<file path="src/pcu_regs.vh">
`ifndef PCU_REGS_VH
`define PCU_REGS_VH
// Register indices on the plain register port
`define PCU_ADDR_W 4
`define PCU_REG_CTRL 4'h0
`define PCU_REG_STATUS 4'h1
`define PCU_REG_WAKE_EN 4'h2
`define PCU_REG_GPIO_WEN 4'h3
`define PCU_REG_GPIO_POL 4'h4
`define PCU_REG_RET 4'h5
`define PCU_REG_PER_USE 4'h6
`define PCU_REG_WAKE_SRC 4'h7
// Control register fields
`define PCU_CTRL_MODE_LSB 0
`define PCU_CTRL_MODE_W 3
`define PCU_CTRL_GO_BIT 3
`define PCU_CTRL_TOD_BIT 4
// Requested mode encodings
`define PCU_REQ_SLEEP 3'h1
`define PCU_REQ_DEEP 3'h2
`define PCU_REQ_PART 3'h3
`define PCU_REQ_SHUT 3'h4
// Wake enable fields
`define PCU_WEN_SER_BIT 0
`define PCU_WEN_TMR0_BIT 1
`define PCU_WEN_TMR1_BIT 2
`define PCU_WEN_SEC_BIT 3
`define PCU_WEN_SUB_BIT 4
`define PCU_WEN_PER_BIT 5
// Widths and reset values
`define PCU_GPIO_W 28
`define PCU_PER_W 16
`define PCU_BANKS 4
`define PCU_RET_RST 4'hf
`define PCU_WEN_RST 6'h00
// Wake-up settling time in ns, clock period in ns, and init counter load in cycles (the init phase lasts one cycle more)
`define PCU_OSC_SETTLE_NS 2000
`define PCU_CLK_NS 40
`define PCU_INIT_CYC 8'h20
`endif

</file>
<file path="src/pcu_power_ctrl.v">
`timescale 1ns/1ps
`include "pcu_regs.vh"
`default_nettype none
module pcu_power_ctrl
(
	input wire CORE_CLK_IN,
	input wire SRST_IN,
	input wire [3:0] REG_ADDR_IN,
	input wire [31:0] REG_WDATA_IN,
	input wire REG_WR_IN,
	input wire REG_RD_IN,
	output reg [31:0] REG_RDATA_OUT,
	input wire CORE_BUS_IDLE_IN,
	input wire [`PCU_GPIO_W-1:0] GPIO_PIN_IN,
	input wire PER_IRQ_IN,
	input wire SER_WAKE_IN,
	input wire TMR0_WAKE_IN,
	input wire TMR1_WAKE_IN,
	input wire SEC_ALARM_IN,
	input wire SUB_ALARM_IN,
	input wire EXT_SQ_CLK_SEL_IN,
	output reg CPU_HALT_OUT,
	output reg CPU_PWR_EN_OUT,
	output reg PER_PWR_EN_OUT,
	output reg [`PCU_PER_W-1:0] PER_CLK_EN_OUT,
	output reg DMA_EN_OUT,
	output reg SYS_OSC_EN_OUT,
	output reg XTAL_EN_OUT,
	output reg AON_EXT_CLK_SEL_OUT,
	output reg [`PCU_BANKS-1:0] SRAM_RET_OUT,
	output reg GPIO_HOLD_OUT,
	output reg SYS_INIT_OUT,
	output reg TOD_RUN_OUT
);

	// One-hot mode states
	localparam [6:0] ST_RUN = 7'h01;
	localparam [6:0] ST_SLEEP = 7'h02;
	localparam [6:0] ST_DEEP = 7'h04;
	localparam [6:0] ST_PART = 7'h08;
	localparam [6:0] ST_SHUT = 7'h10;
	localparam [6:0] ST_OSC = 7'h20;
	localparam [6:0] ST_INIT = 7'h40;

	// Oscillator settle count, rounded up to whole cycles
	localparam integer OSC_CYC_I =
		(`PCU_OSC_SETTLE_NS + `PCU_CLK_NS - 1) / `PCU_CLK_NS;
	localparam [7:0] OSC_CYC = OSC_CYC_I[7:0];

	// Register state
	reg [6:0] state_q, state_d;
	reg [2:0] req_mode_q; // Mode to enter
	reg go_q; // Pending entry request
	reg tod_en_q; // Time-of-day run in shutdown
	reg [5:0] wake_en_q; // Wake source enables
	reg [`PCU_GPIO_W-1:0] gpio_wen_q; // Per-pin wake enable
	reg [`PCU_GPIO_W-1:0] gpio_pol_q; // 1 = rising, 0 = falling
	reg [`PCU_BANKS-1:0] ret_q; // Bank retention select
	reg [`PCU_PER_W-1:0] per_use_q; // Peripherals in use
	reg [6:0] wake_src_q; // Sticky wake cause
	reg [7:0] cnt_q; // Settle and init counter
	reg from_deep_q; // Waking from deep retention
	reg ext_sel_q; // Registered clock select

	// Pin synchronisers
	reg [`PCU_GPIO_W-1:0] gpio_s1_q, gpio_s2_q, gpio_s3_q;
	reg [4:0] ev_s1_q, ev_s2_q;

	// Edge detect per pin, chosen polarity
	wire [`PCU_GPIO_W-1:0] rise = gpio_s2_q & ~gpio_s3_q;
	wire [`PCU_GPIO_W-1:0] fall = ~gpio_s2_q & gpio_s3_q;
	wire gpio_wake = |(gpio_wen_q &
		((gpio_pol_q & rise) | (~gpio_pol_q & fall)));

	// Low-power sources shared by both retention modes; per_wake wakes sleep only
	wire lp_wake = (wake_en_q[`PCU_WEN_SER_BIT] & ev_s2_q[0]) |
		(wake_en_q[`PCU_WEN_TMR0_BIT] & ev_s2_q[1]) |
		(wake_en_q[`PCU_WEN_TMR1_BIT] & ev_s2_q[2]);
	wire alarm_wake = (wake_en_q[`PCU_WEN_SEC_BIT] & ev_s2_q[3]) |
		(wake_en_q[`PCU_WEN_SUB_BIT] & ev_s2_q[4]);
	wire per_wake = wake_en_q[`PCU_WEN_PER_BIT] & PER_IRQ_IN;
	wire ret_wake = gpio_wake | lp_wake | alarm_wake;

	// Synchronise outside inputs
	always @(posedge CORE_CLK_IN)
	begin
		if (SRST_IN)
		begin
			gpio_s1_q <= {`PCU_GPIO_W{1'b0}};
			gpio_s2_q <= {`PCU_GPIO_W{1'b0}};
			gpio_s3_q <= {`PCU_GPIO_W{1'b0}};
			ev_s1_q <= 5'h00;
			ev_s2_q <= 5'h00;
		end
		else
		begin
			gpio_s1_q <= GPIO_PIN_IN;
			gpio_s2_q <= gpio_s1_q;
			gpio_s3_q <= gpio_s2_q;
			ev_s1_q <= {SUB_ALARM_IN, SEC_ALARM_IN, TMR1_WAKE_IN,
				TMR0_WAKE_IN, SER_WAKE_IN};
			ev_s2_q <= ev_s1_q;
		end
	end

	// Mode sequencer next state
	always @*
	begin
		state_d = state_q;
		case (state_q)
			ST_RUN:
			begin
				// Enter only once the core is quiet
				if (go_q && CORE_BUS_IDLE_IN)
				begin
					case (req_mode_q)
						`PCU_REQ_SLEEP: state_d = ST_SLEEP;
						`PCU_REQ_DEEP: state_d = ST_DEEP;
						`PCU_REQ_PART: state_d = ST_PART;
						`PCU_REQ_SHUT: state_d = ST_SHUT;
						default: state_d = ST_RUN;
					endcase
				end
			end
			ST_SLEEP:
			begin
				// Clocks run, so straight back to run
				if (gpio_wake || per_wake || alarm_wake)
					state_d = ST_RUN;
			end
			ST_DEEP:
			begin
				if (ret_wake)
					state_d = ST_OSC;
			end
			ST_PART:
			begin
				if (ret_wake)
					state_d = ST_OSC;
			end
			ST_SHUT:
			begin
				if (gpio_wake)
					state_d = ST_OSC;
			end
			ST_OSC:
			begin
				// Wait for oscillators, then skip init after deep
				if (cnt_q == 8'h00)
					state_d = from_deep_q ? ST_RUN : ST_INIT;
			end
			ST_INIT:
			begin
				if (cnt_q == 8'h00)
					state_d = ST_RUN;
			end
			default: state_d = ST_RUN;
		endcase
	end

	// Sequencer, counters and register writes
	always @(posedge CORE_CLK_IN)
	begin
		if (SRST_IN)
		begin
			state_q <= ST_RUN;
			req_mode_q <= 3'h0;
			go_q <= 1'b0;
			tod_en_q <= 1'b0;
			wake_en_q <= `PCU_WEN_RST;
			gpio_wen_q <= {`PCU_GPIO_W{1'b0}};
			gpio_pol_q <= {`PCU_GPIO_W{1'b0}};
			ret_q <= `PCU_RET_RST;
			per_use_q <= {`PCU_PER_W{1'b1}};
			wake_src_q <= 7'h00;
			cnt_q <= 8'h00;
			from_deep_q <= 1'b0;
			ext_sel_q <= 1'b0;
		end
		else
		begin
			state_q <= state_d;
			ext_sel_q <= EXT_SQ_CLK_SEL_IN;
			// Request is consumed on entry
			if (state_q == ST_RUN && state_d != ST_RUN)
				go_q <= 1'b0;
			else if (REG_WR_IN && REG_ADDR_IN == `PCU_REG_CTRL)
				go_q <= REG_WDATA_IN[`PCU_CTRL_GO_BIT];
			// Load settle count on leaving a retention or shutdown mode
			if (state_d == ST_OSC && state_q != ST_OSC)
			begin
				cnt_q <= OSC_CYC - 8'h01;
				from_deep_q <= (state_q == ST_DEEP);
			end
			else if (state_d == ST_INIT && state_q != ST_INIT)
				cnt_q <= `PCU_INIT_CYC;
			else if (cnt_q != 8'h00)
				cnt_q <= cnt_q - 8'h01;
			// Register writes
			if (REG_WR_IN)
			begin
				case (REG_ADDR_IN)
					`PCU_REG_CTRL:
					begin
						req_mode_q <= REG_WDATA_IN[2:0];
						tod_en_q <= REG_WDATA_IN[`PCU_CTRL_TOD_BIT];
					end
					`PCU_REG_WAKE_EN: wake_en_q <= REG_WDATA_IN[5:0];
					`PCU_REG_GPIO_WEN:
						gpio_wen_q <= REG_WDATA_IN[`PCU_GPIO_W-1:0];
					`PCU_REG_GPIO_POL:
						gpio_pol_q <= REG_WDATA_IN[`PCU_GPIO_W-1:0];
					`PCU_REG_RET: ret_q <= REG_WDATA_IN[3:0];
					`PCU_REG_PER_USE:
						per_use_q <= REG_WDATA_IN[`PCU_PER_W-1:0];
					default: ;
				endcase
			end
			// Wake cause: set wins over write-one-to-clear
			wake_src_q <= (wake_src_q &
				~((REG_WR_IN && REG_ADDR_IN == `PCU_REG_WAKE_SRC) ?
				REG_WDATA_IN[6:0] : 7'h00)) |
				{per_wake, ev_s2_q & wake_en_q[4:0] & 5'h1f, gpio_wake};
		end
	end

	// Power, clock and retention outputs per mode
	always @(posedge CORE_CLK_IN)
	begin
		if (SRST_IN)
		begin
			CPU_HALT_OUT <= 1'b0;
			CPU_PWR_EN_OUT <= 1'b1;
			PER_PWR_EN_OUT <= 1'b1;
			PER_CLK_EN_OUT <= {`PCU_PER_W{1'b1}};
			DMA_EN_OUT <= 1'b1;
			SYS_OSC_EN_OUT <= 1'b1;
			XTAL_EN_OUT <= 1'b1;
			AON_EXT_CLK_SEL_OUT <= 1'b0;
			SRAM_RET_OUT <= {`PCU_BANKS{1'b1}};
			GPIO_HOLD_OUT <= 1'b0;
			SYS_INIT_OUT <= 1'b0;
			TOD_RUN_OUT <= 1'b1;
		end
		else
		begin
			AON_EXT_CLK_SEL_OUT <= ext_sel_q;
			// Halt the CPU outside run
			CPU_HALT_OUT <= (state_d != ST_RUN);
			// CPU power off in retention and shutdown
			CPU_PWR_EN_OUT <= !(state_d == ST_DEEP || state_d == ST_PART ||
				state_d == ST_SHUT);
			PER_PWR_EN_OUT <= (state_d != ST_SHUT);
			// Gating in run, all clocks in sleep, none below
			if (state_d == ST_RUN)
				PER_CLK_EN_OUT <= per_use_q;
			else if (state_d == ST_SLEEP)
				PER_CLK_EN_OUT <= {`PCU_PER_W{1'b1}};
			else
				PER_CLK_EN_OUT <= {`PCU_PER_W{1'b0}};
			DMA_EN_OUT <= (state_d == ST_RUN || state_d == ST_SLEEP);
			// Oscillators follow the mode
			SYS_OSC_EN_OUT <= (state_d == ST_RUN || state_d == ST_SLEEP ||
				state_d == ST_OSC || state_d == ST_INIT);
			XTAL_EN_OUT <= (state_d == ST_RUN || state_d == ST_SLEEP ||
				state_d == ST_OSC || state_d == ST_INIT);
			// SRAM retention per mode
			if (state_d == ST_DEEP)
				SRAM_RET_OUT <= {`PCU_BANKS{1'b1}};
			else if (state_d == ST_PART)
				SRAM_RET_OUT <= ret_q;
			else if (state_d == ST_SHUT)
				SRAM_RET_OUT <= {`PCU_BANKS{1'b0}};
			else
				SRAM_RET_OUT <= {`PCU_BANKS{1'b1}};
			// Freeze pins through deep retention
			// Old deep flag is stale on the edge that leaves partial
			GPIO_HOLD_OUT <= (state_d == ST_DEEP) ||
				(state_d == ST_OSC && (state_q == ST_DEEP ||
				(state_q == ST_OSC && from_deep_q)));
			SYS_INIT_OUT <= (state_d == ST_INIT);
			TOD_RUN_OUT <= (state_d != ST_SHUT) || tod_en_q;
		end
	end

	// Register read port, data one cycle later
	always @(posedge CORE_CLK_IN)
	begin
		if (SRST_IN)
			REG_RDATA_OUT <= 32'h00000000;
		else if (REG_RD_IN)
		begin
			case (REG_ADDR_IN)
				`PCU_REG_CTRL: REG_RDATA_OUT <= {27'h0, tod_en_q, go_q,
					req_mode_q};
				`PCU_REG_STATUS: REG_RDATA_OUT <= {24'h0, from_deep_q,
					state_q};
				`PCU_REG_WAKE_EN: REG_RDATA_OUT <= {26'h0, wake_en_q};
				`PCU_REG_GPIO_WEN: REG_RDATA_OUT <= {4'h0, gpio_wen_q};
				`PCU_REG_GPIO_POL: REG_RDATA_OUT <= {4'h0, gpio_pol_q};
				`PCU_REG_RET: REG_RDATA_OUT <= {28'h0, ret_q};
				`PCU_REG_PER_USE: REG_RDATA_OUT <= {16'h0, per_use_q};
				`PCU_REG_WAKE_SRC: REG_RDATA_OUT <= {25'h0, wake_src_q};
				default: REG_RDATA_OUT <= 32'h00000000;
			endcase
		end
	end

endmodule
`default_nettype wire

</file>
<file path="config.mk">
export PLATFORM = sky130hd
export DESIGN_NAME = pcu_power_ctrl
export DESIGN_NICKNAME = d
export VERILOG_FILES = /design/src/pcu_power_ctrl.v
export VERILOG_INCLUDE_DIRS = /design/src /design/src/src
export SDC_FILE = /design/constraint.sdc
export NUM_CORES = 1
export LEC_CHECK = 0
export CAP_MARGIN = 20
export CORE_MARGIN = 2
export CORE_UTILIZATION = 35
export CTS_CLUSTER_DIAMETER = 50
export DETAILED_ROUTE_END_ITERATION = 7
export DONT_BUFFER_PORTS = 1
export PLACE_DENSITY = 0.6
export SYNTH_ARGS = -nofsm -noshare
export SYNTH_HDL_FRONTEND = slang
export SYNTH_SLANG_ARGS = --single-unit
</file>
<file path="constraint.sdc">
create_clock -name CORE_CLK_IN -period 5.35 [get_ports CORE_CLK_IN]
set_input_delay 1.3375 -clock CORE_CLK_IN [delete_from_list [all_inputs] [get_ports CORE_CLK_IN]]
set_output_delay 1.3375 -clock CORE_CLK_IN [all_outputs]
set_load 0.1 [all_outputs]
</file>
Word level (Yosys, flattened, before mapping)
Index checks and enable logic that the tools add are counted.
Word-level totals
  input bits: 76
  output and inout bits: 62
  logic and storage cells: 137
  flip-flop bits (word level): 266
Cells by class
  reductions and logical operators: 34
  bitwise logic cells: 24
  mux-type cells: 18
  add/subtract/negate cells: 1
  eq/ne operators: 29
Operators with widths (number)
  28-bit case mux with 8 select lines: 1
  28-bit bitwise AND: 5
  28-bit NOT: 3
  7-bit two-way mux: 8
  7-bit case mux with 6 select lines: 1
  16-bit two-way mux: 2
  28-bit bitwise OR: 1
  28-bit OR reduction: 1
  5-bit case mux with 4 select lines: 1
  6-bit two-way mux: 3
  4-bit by 3-bit equality test with 1-bit output, second input constant: 4
  7-bit by 1-bit equality test with 1-bit output, second input constant: 2
  7-bit by 2-bit equality test with 1-bit output, second input constant: 2
  7-bit by 3-bit equality test with 1-bit output, second input constant: 2
  7-bit by 4-bit equality test with 1-bit output, second input constant: 2
  7-bit by 5-bit equality test with 1-bit output, second input constant: 2
  7-bit by 6-bit equality test with 1-bit output, second input constant: 2
  7-bit equality test, second input constant: 2
  2-bit AND reduction: 6
  1-bit logical OR: 10
  4-bit by 2-bit equality test with 1-bit output, second input constant: 2
  1-bit logical AND: 8
  8-bit logical NOT: 1
  4-bit two-way mux: 2
  other kinds (21): 33

Logic depth before layout (Yosys ltp)
  depth after elaboration: 14
  gate-level depth with buffers: 10
  depth with buffers taken out: 9

Least setup slack after synthesis
OpenSTA, ideal clock, no wires.
  path type: input-to-reg
  start point: in REG_ADDR_IN[3]
  end point: reg gpio_wen_q[0]
  data required time: 5280 ps
  cell stages on the path: 9
  setup time: 70 ps
  buffers on the path: 4
  setup slack: 2268 ps
  data arrival time: 3011 ps
  cell sequence: clkbuf_1 -> nor2_1 -> and3_1 -> clkbuf_1 -> and2_1 -> clkbuf_1 -> buf_1 -> nand2_1 -> a21oi_1
Between the ends
  word-level cells in the longest chain between the ends: 2
RTL lines
  from (decl): RTL line pcu_power_ctrl.v:8  | input wire [3:0] REG_ADDR_IN,
  4-bit by 2-bit equality test with 1-bit output: RTL line pcu_power_ctrl.v:202  | case (REG_ADDR_IN)
  2-bit AND reduction (no line)
  to (signal assigned): RTL line pcu_power_ctrl.v:171  | gpio_wen_q <= {`PCU_GPIO_W{1'b0}};
  to (signal assigned): RTL line pcu_power_ctrl.v:210  | gpio_wen_q <= REG_WDATA_IN[`PCU_GPIO_W-1:0];
  to (decl): RTL line pcu_power_ctrl.v:56  | reg [`PCU_GPIO_W-1:0] gpio_wen_q;
Every way passes these cells.
A chain may end at the register's enable or synchronous reset.

Worst setup path after layout
  start point: in REG_ADDR_IN[2]
  end point: reg gpio_pol_q[26]
Between the ends
  word-level cells in the longest chain between the ends: 2
RTL lines
  4-bit by 3-bit equality test with 1-bit output: RTL line pcu_power_ctrl.v:202
  2-bit AND reduction (no line)
  to (signal assigned): RTL line pcu_power_ctrl.v:172  | gpio_pol_q <= {`PCU_GPIO_W{1'b0}};
  to (signal assigned): RTL line pcu_power_ctrl.v:212  | gpio_pol_q <= REG_WDATA_IN[`PCU_GPIO_W-1:0];
  to (decl): RTL line pcu_power_ctrl.v:57  | reg [`PCU_GPIO_W-1:0] gpio_pol_q;
Every way passes these cells.

==> qor.csv <==
stage,metric,value,unit
clocking,Post-CTS Setup Bufs,0,
synth,ys async rst share,0,%
routing,vias per inst,5.217,
setup_path,Setup CP Type,input port to flip-flop,
sta,Slew headroom,28.41,%
synth,Synth Flop Type,dfxtp_1,
routing,post-route ant nets,0,
run,Max Cap Viol,0,
power,Seq pwr share,49.3,%
power,switch share,24.23,%
die,io pins,138,
synth,sequential fraction of the synthesis area,52.09,%
sta,Tcrit/Tclk final,55.69,%
sta,Fmax,335.7,MHz
power,Internal,3.338,mW
power,pwr/cell area,391.3,nW/µm²
clocking,clock insertion delay at the later pin of the skew report,0.55,ns
setup_path,Worst EP required,5.81,ns
global_routing,first-pass GRT wire length,40680,µm
sta,RSZ-0062 raised after global routing,false,
routing,routed wire length per instance,17.46,µm
clocking,H-Tree Depth,1,
global_routing,vias in the first global route,7142,
global_routing,grt ovf,0,
sta,Final Max Tran Viols,0,
cells_and_area,fillcell total,2913,
clocking,CTS tree,yes,
cells_and_area,layout cells sized above 1,5.712,%
setup_path,critical path arrival,3.44,ns
cells_and_area,Layout area overhead,11.79,%
sta,Hold WS,0.4307,ns
placed_design,Worst Setup Slack post-DPL,1.837,ns
synth,Syn Inst Count,1117,
power,worst vdd ir,0.0002313,V
setup_path,crit end category,flip-flop,
routing,via count,7757,
placed_design,I/O Buffers,0,
global_routing,Total Routing Usage GR,16.90,%
power,Pleak,4.211,nW
setup_path,crit-path max FO,18,
synth,"Distinct cells, synth",62,
routing,# DRC,0,
die,die area,30140,µm²
sta,Final setup violation count,0,
cells_and_area,nets@finish,1160,
sta,worst setup margin,2.371,ns
power,combinational power share,5.9,%
sta,Worst-Margin Slew,1.072,ns
placed_design,GPL Wtd Cong,0.8340,
routing,drt first pass iters,5,
die,Die Wd,173.6,µm
run_status,status,"finished, final reports clean",
die,Initial Util,35.27,%
synth,Avg Inst Size Synth,9.014,µm²
clocking,clk buf depth,3,
clocking,clock slew at reported path FFs,0.06,ns
cells_and_area,post-route insts no fill,1487,
power,Psw,1.067,mW
cells_and_area,flip-flop and latch area,5246,µm²
cells_and_area,multi-input logic area,4472,µm²
cells_and_area,Antenna Cells,0,
synth,Yosys reg bits,262,
synth,warning count from the yosys run,0,
clocking,clk sink count,262,
routing,Post-Route WL,25960,µm
global_routing,initial antenna violation count,0,
setup_path,Setup crit start kind,input port,
placed_design,hpwl dp,17750,µm
synth,mapped cell area,10070,µm²
power,clock share of power,44.8,%
sta,Worst Skew,0.02043,ns
die,Core Box Area,28550,µm²
sta,Final Hold Viols,0,
synth,number of synthesized flops with an enable pin,0,
clocking,Hold Buf Count CTS,0,
die,Die Span Y,173.6,µm
setup_path,worst path cell trace,nor2b_1 -> nor3b_2 -> and2_1 -> buf_4 -> nand2_1 -> a21oi_1,
die,row count,62,
routing,drt initial violations,565,
global_routing,largest net degree at the start of global routing,215,
clocking,CTS Buf Count,29,
setup_path,critical path's slowest cell,nor3b_2,
sta,total negative slack,0,ns
clocking,root buffer cell,clkbuf_16,
clocking,post-CTS sizing,0,
sta,fin crit period,2.979,ns
setup_path,crit-path max cell delay,0.75,ns
placed_design,DP Cell Count,1436,
min_path,worst hold path type,flip-flop to flip-flop,
## power groups by stage
stage / registers, mW / logic (mW) / clock network (mW)
after global placement: 2.21 / 0.256 / 0
after global routing: 2.18 / 0.299 / 2.09
after detailed placement: 2.21 / 0.260 / 0
after floorplan: 2.20 / 0.266 / 0
after CTS: 2.17 / 0.261 / 2.02
final: 2.17 / 0.259 / 1.97
## path summary, 6_finish.rpt
check / start / cells past startpoint / to / slack [ns]
worst max register to register: gpio_wen_q[13]$_SDFFE_PP0P_ / 7 / DMA_EN_OUT$_SDFF_PP1_ / 2.51
worst min register to register: ev_s1_q[2]$_SDFF_PP0_ / 1 / ev_s2_q[2]$_SDFF_PP0_ / 0.43
worst max-delay path: REG_ADDR_IN[2] / 6 / gpio_pol_q[26]$_SDFFE_PP0P_ / 2.37
worst min-delay path: ev_s1_q[2]$_SDFF_PP0_ / 1 / ev_s2_q[2]$_SDFF_PP0_ / 0.43
## metal layers
metal | track usage [%] | up-vias | share of wire (%)
li1 | - | 3769 | -
met1 | 24.25 | 3644 | 46
met2 | 24.77 | 291 | 42
met3 | 4.211 | 53 | 8.8
met4 | 5.602 | 0 | 3.1
met5 | 0 | - | 0
## sequential cells by signal, indices dropped and copies added (netlist names), 3 cells and up
name            count
req_mode_q          3
gpio_pol_q         28
ev_s2_q             5
cnt_q               8
wake_en_q           6
gpio_s2_q          28
gpio_wen_q         28
SRAM_RET_OUT        4
state_q             7
gpio_s1_q          28
ret_q               4
wake_src_q          7
REG_RDATA_OUT      28
per_use_q          16
ev_s1_q             5
PER_CLK_EN_OUT     16
gpio_s3_q          28
## logic make-up after synthesis
group           share of synthesized area (%)
xor+xnor                               0.4349
fa+ha+maj                              0.1243
simple gates                            26.76
mux                                     2.895
compound gates                          14.01
buf+inv                                 3.654
other cells                           0.03725
flops                                   52.09
## cell usage after synthesis (all sizes together), types with 3 or more instances
master  instances  area (µm²)
o21a            3       22.52
clkbuf         59       221.5
nand2b          7       43.79
a311oi         14       122.6
o22ai           6       37.54
nor4            9       86.33
a21o           20       150.1
a221o           3       30.03
and3            6       37.54
nand3b          7       52.55
a31oi           6       52.55
nor2b         104       650.6
a211oi         14       105.1
a21oi          78       390.4
dfxtp         262        5245
a22oi          28       210.2
and2            8       50.05
mux2            3       33.78
mux2i          19       190.2
nor3            7       35.03
inv            13       48.80
a22o            4       35.03
and3b          11       96.34
nor4bb         10       100.1
nor3b          16       120.1
nand4b          5       43.79
o21ai          20       100.1
nand3          25       125.1
nand2         202       758.2
nand4           7       43.79
nor2           80       300.3
mux4            3       67.56
and4b           8       80.08
xor2            5       43.79
buf            17       93.84
## stage by stage
stage          cell area [µm²]  power (mW)  util [%]
2_1_floorplan            10080       2.464         -
3_3_place_gp             10310       2.468     36.12
3_5_place_dp             10310       2.474     36.12
4_1_cts                  11260       4.456     39.43
5_1_grt                  11260       4.570     39.43
6_report                 11260       4.405     39.43
## final cells by class
| type | instances | share of cell area (%) |
|---|---|---|
| clock buffer | 42 | 7.237 |
| clock inverter | 9 | 1.156 |
| inverter | 14 | 0.4669 |
| multi-input combinational | 768 | 39.73 |
| sequential | 262 | 46.61 |
| tap | 384 | 4.269 |
| timing repair buffer | 8 | 0.5336 |
## worst max-delay path, delay by kind of cell
family	cells	cell delay, ns
compound gates	1	0.13
buf+inv	1	0.35
simple gates	4	1.61
## cells in the final DEF, fill, tap and decap left out, drive strengths merged, types with 11 or more instances in the layout
master,count
a21oi,78
a21o,20
nor2,80
mux2i,19
nor2b,104
nand2,202
and3b,11
inv,15
a22oi,28
dfxtp,262
a311oi,14
clkbuf,42
nand3,25
o21ai,20
a211oi,14
nor3b,16
No activity file was read; power rests on OpenSTA's default activity.
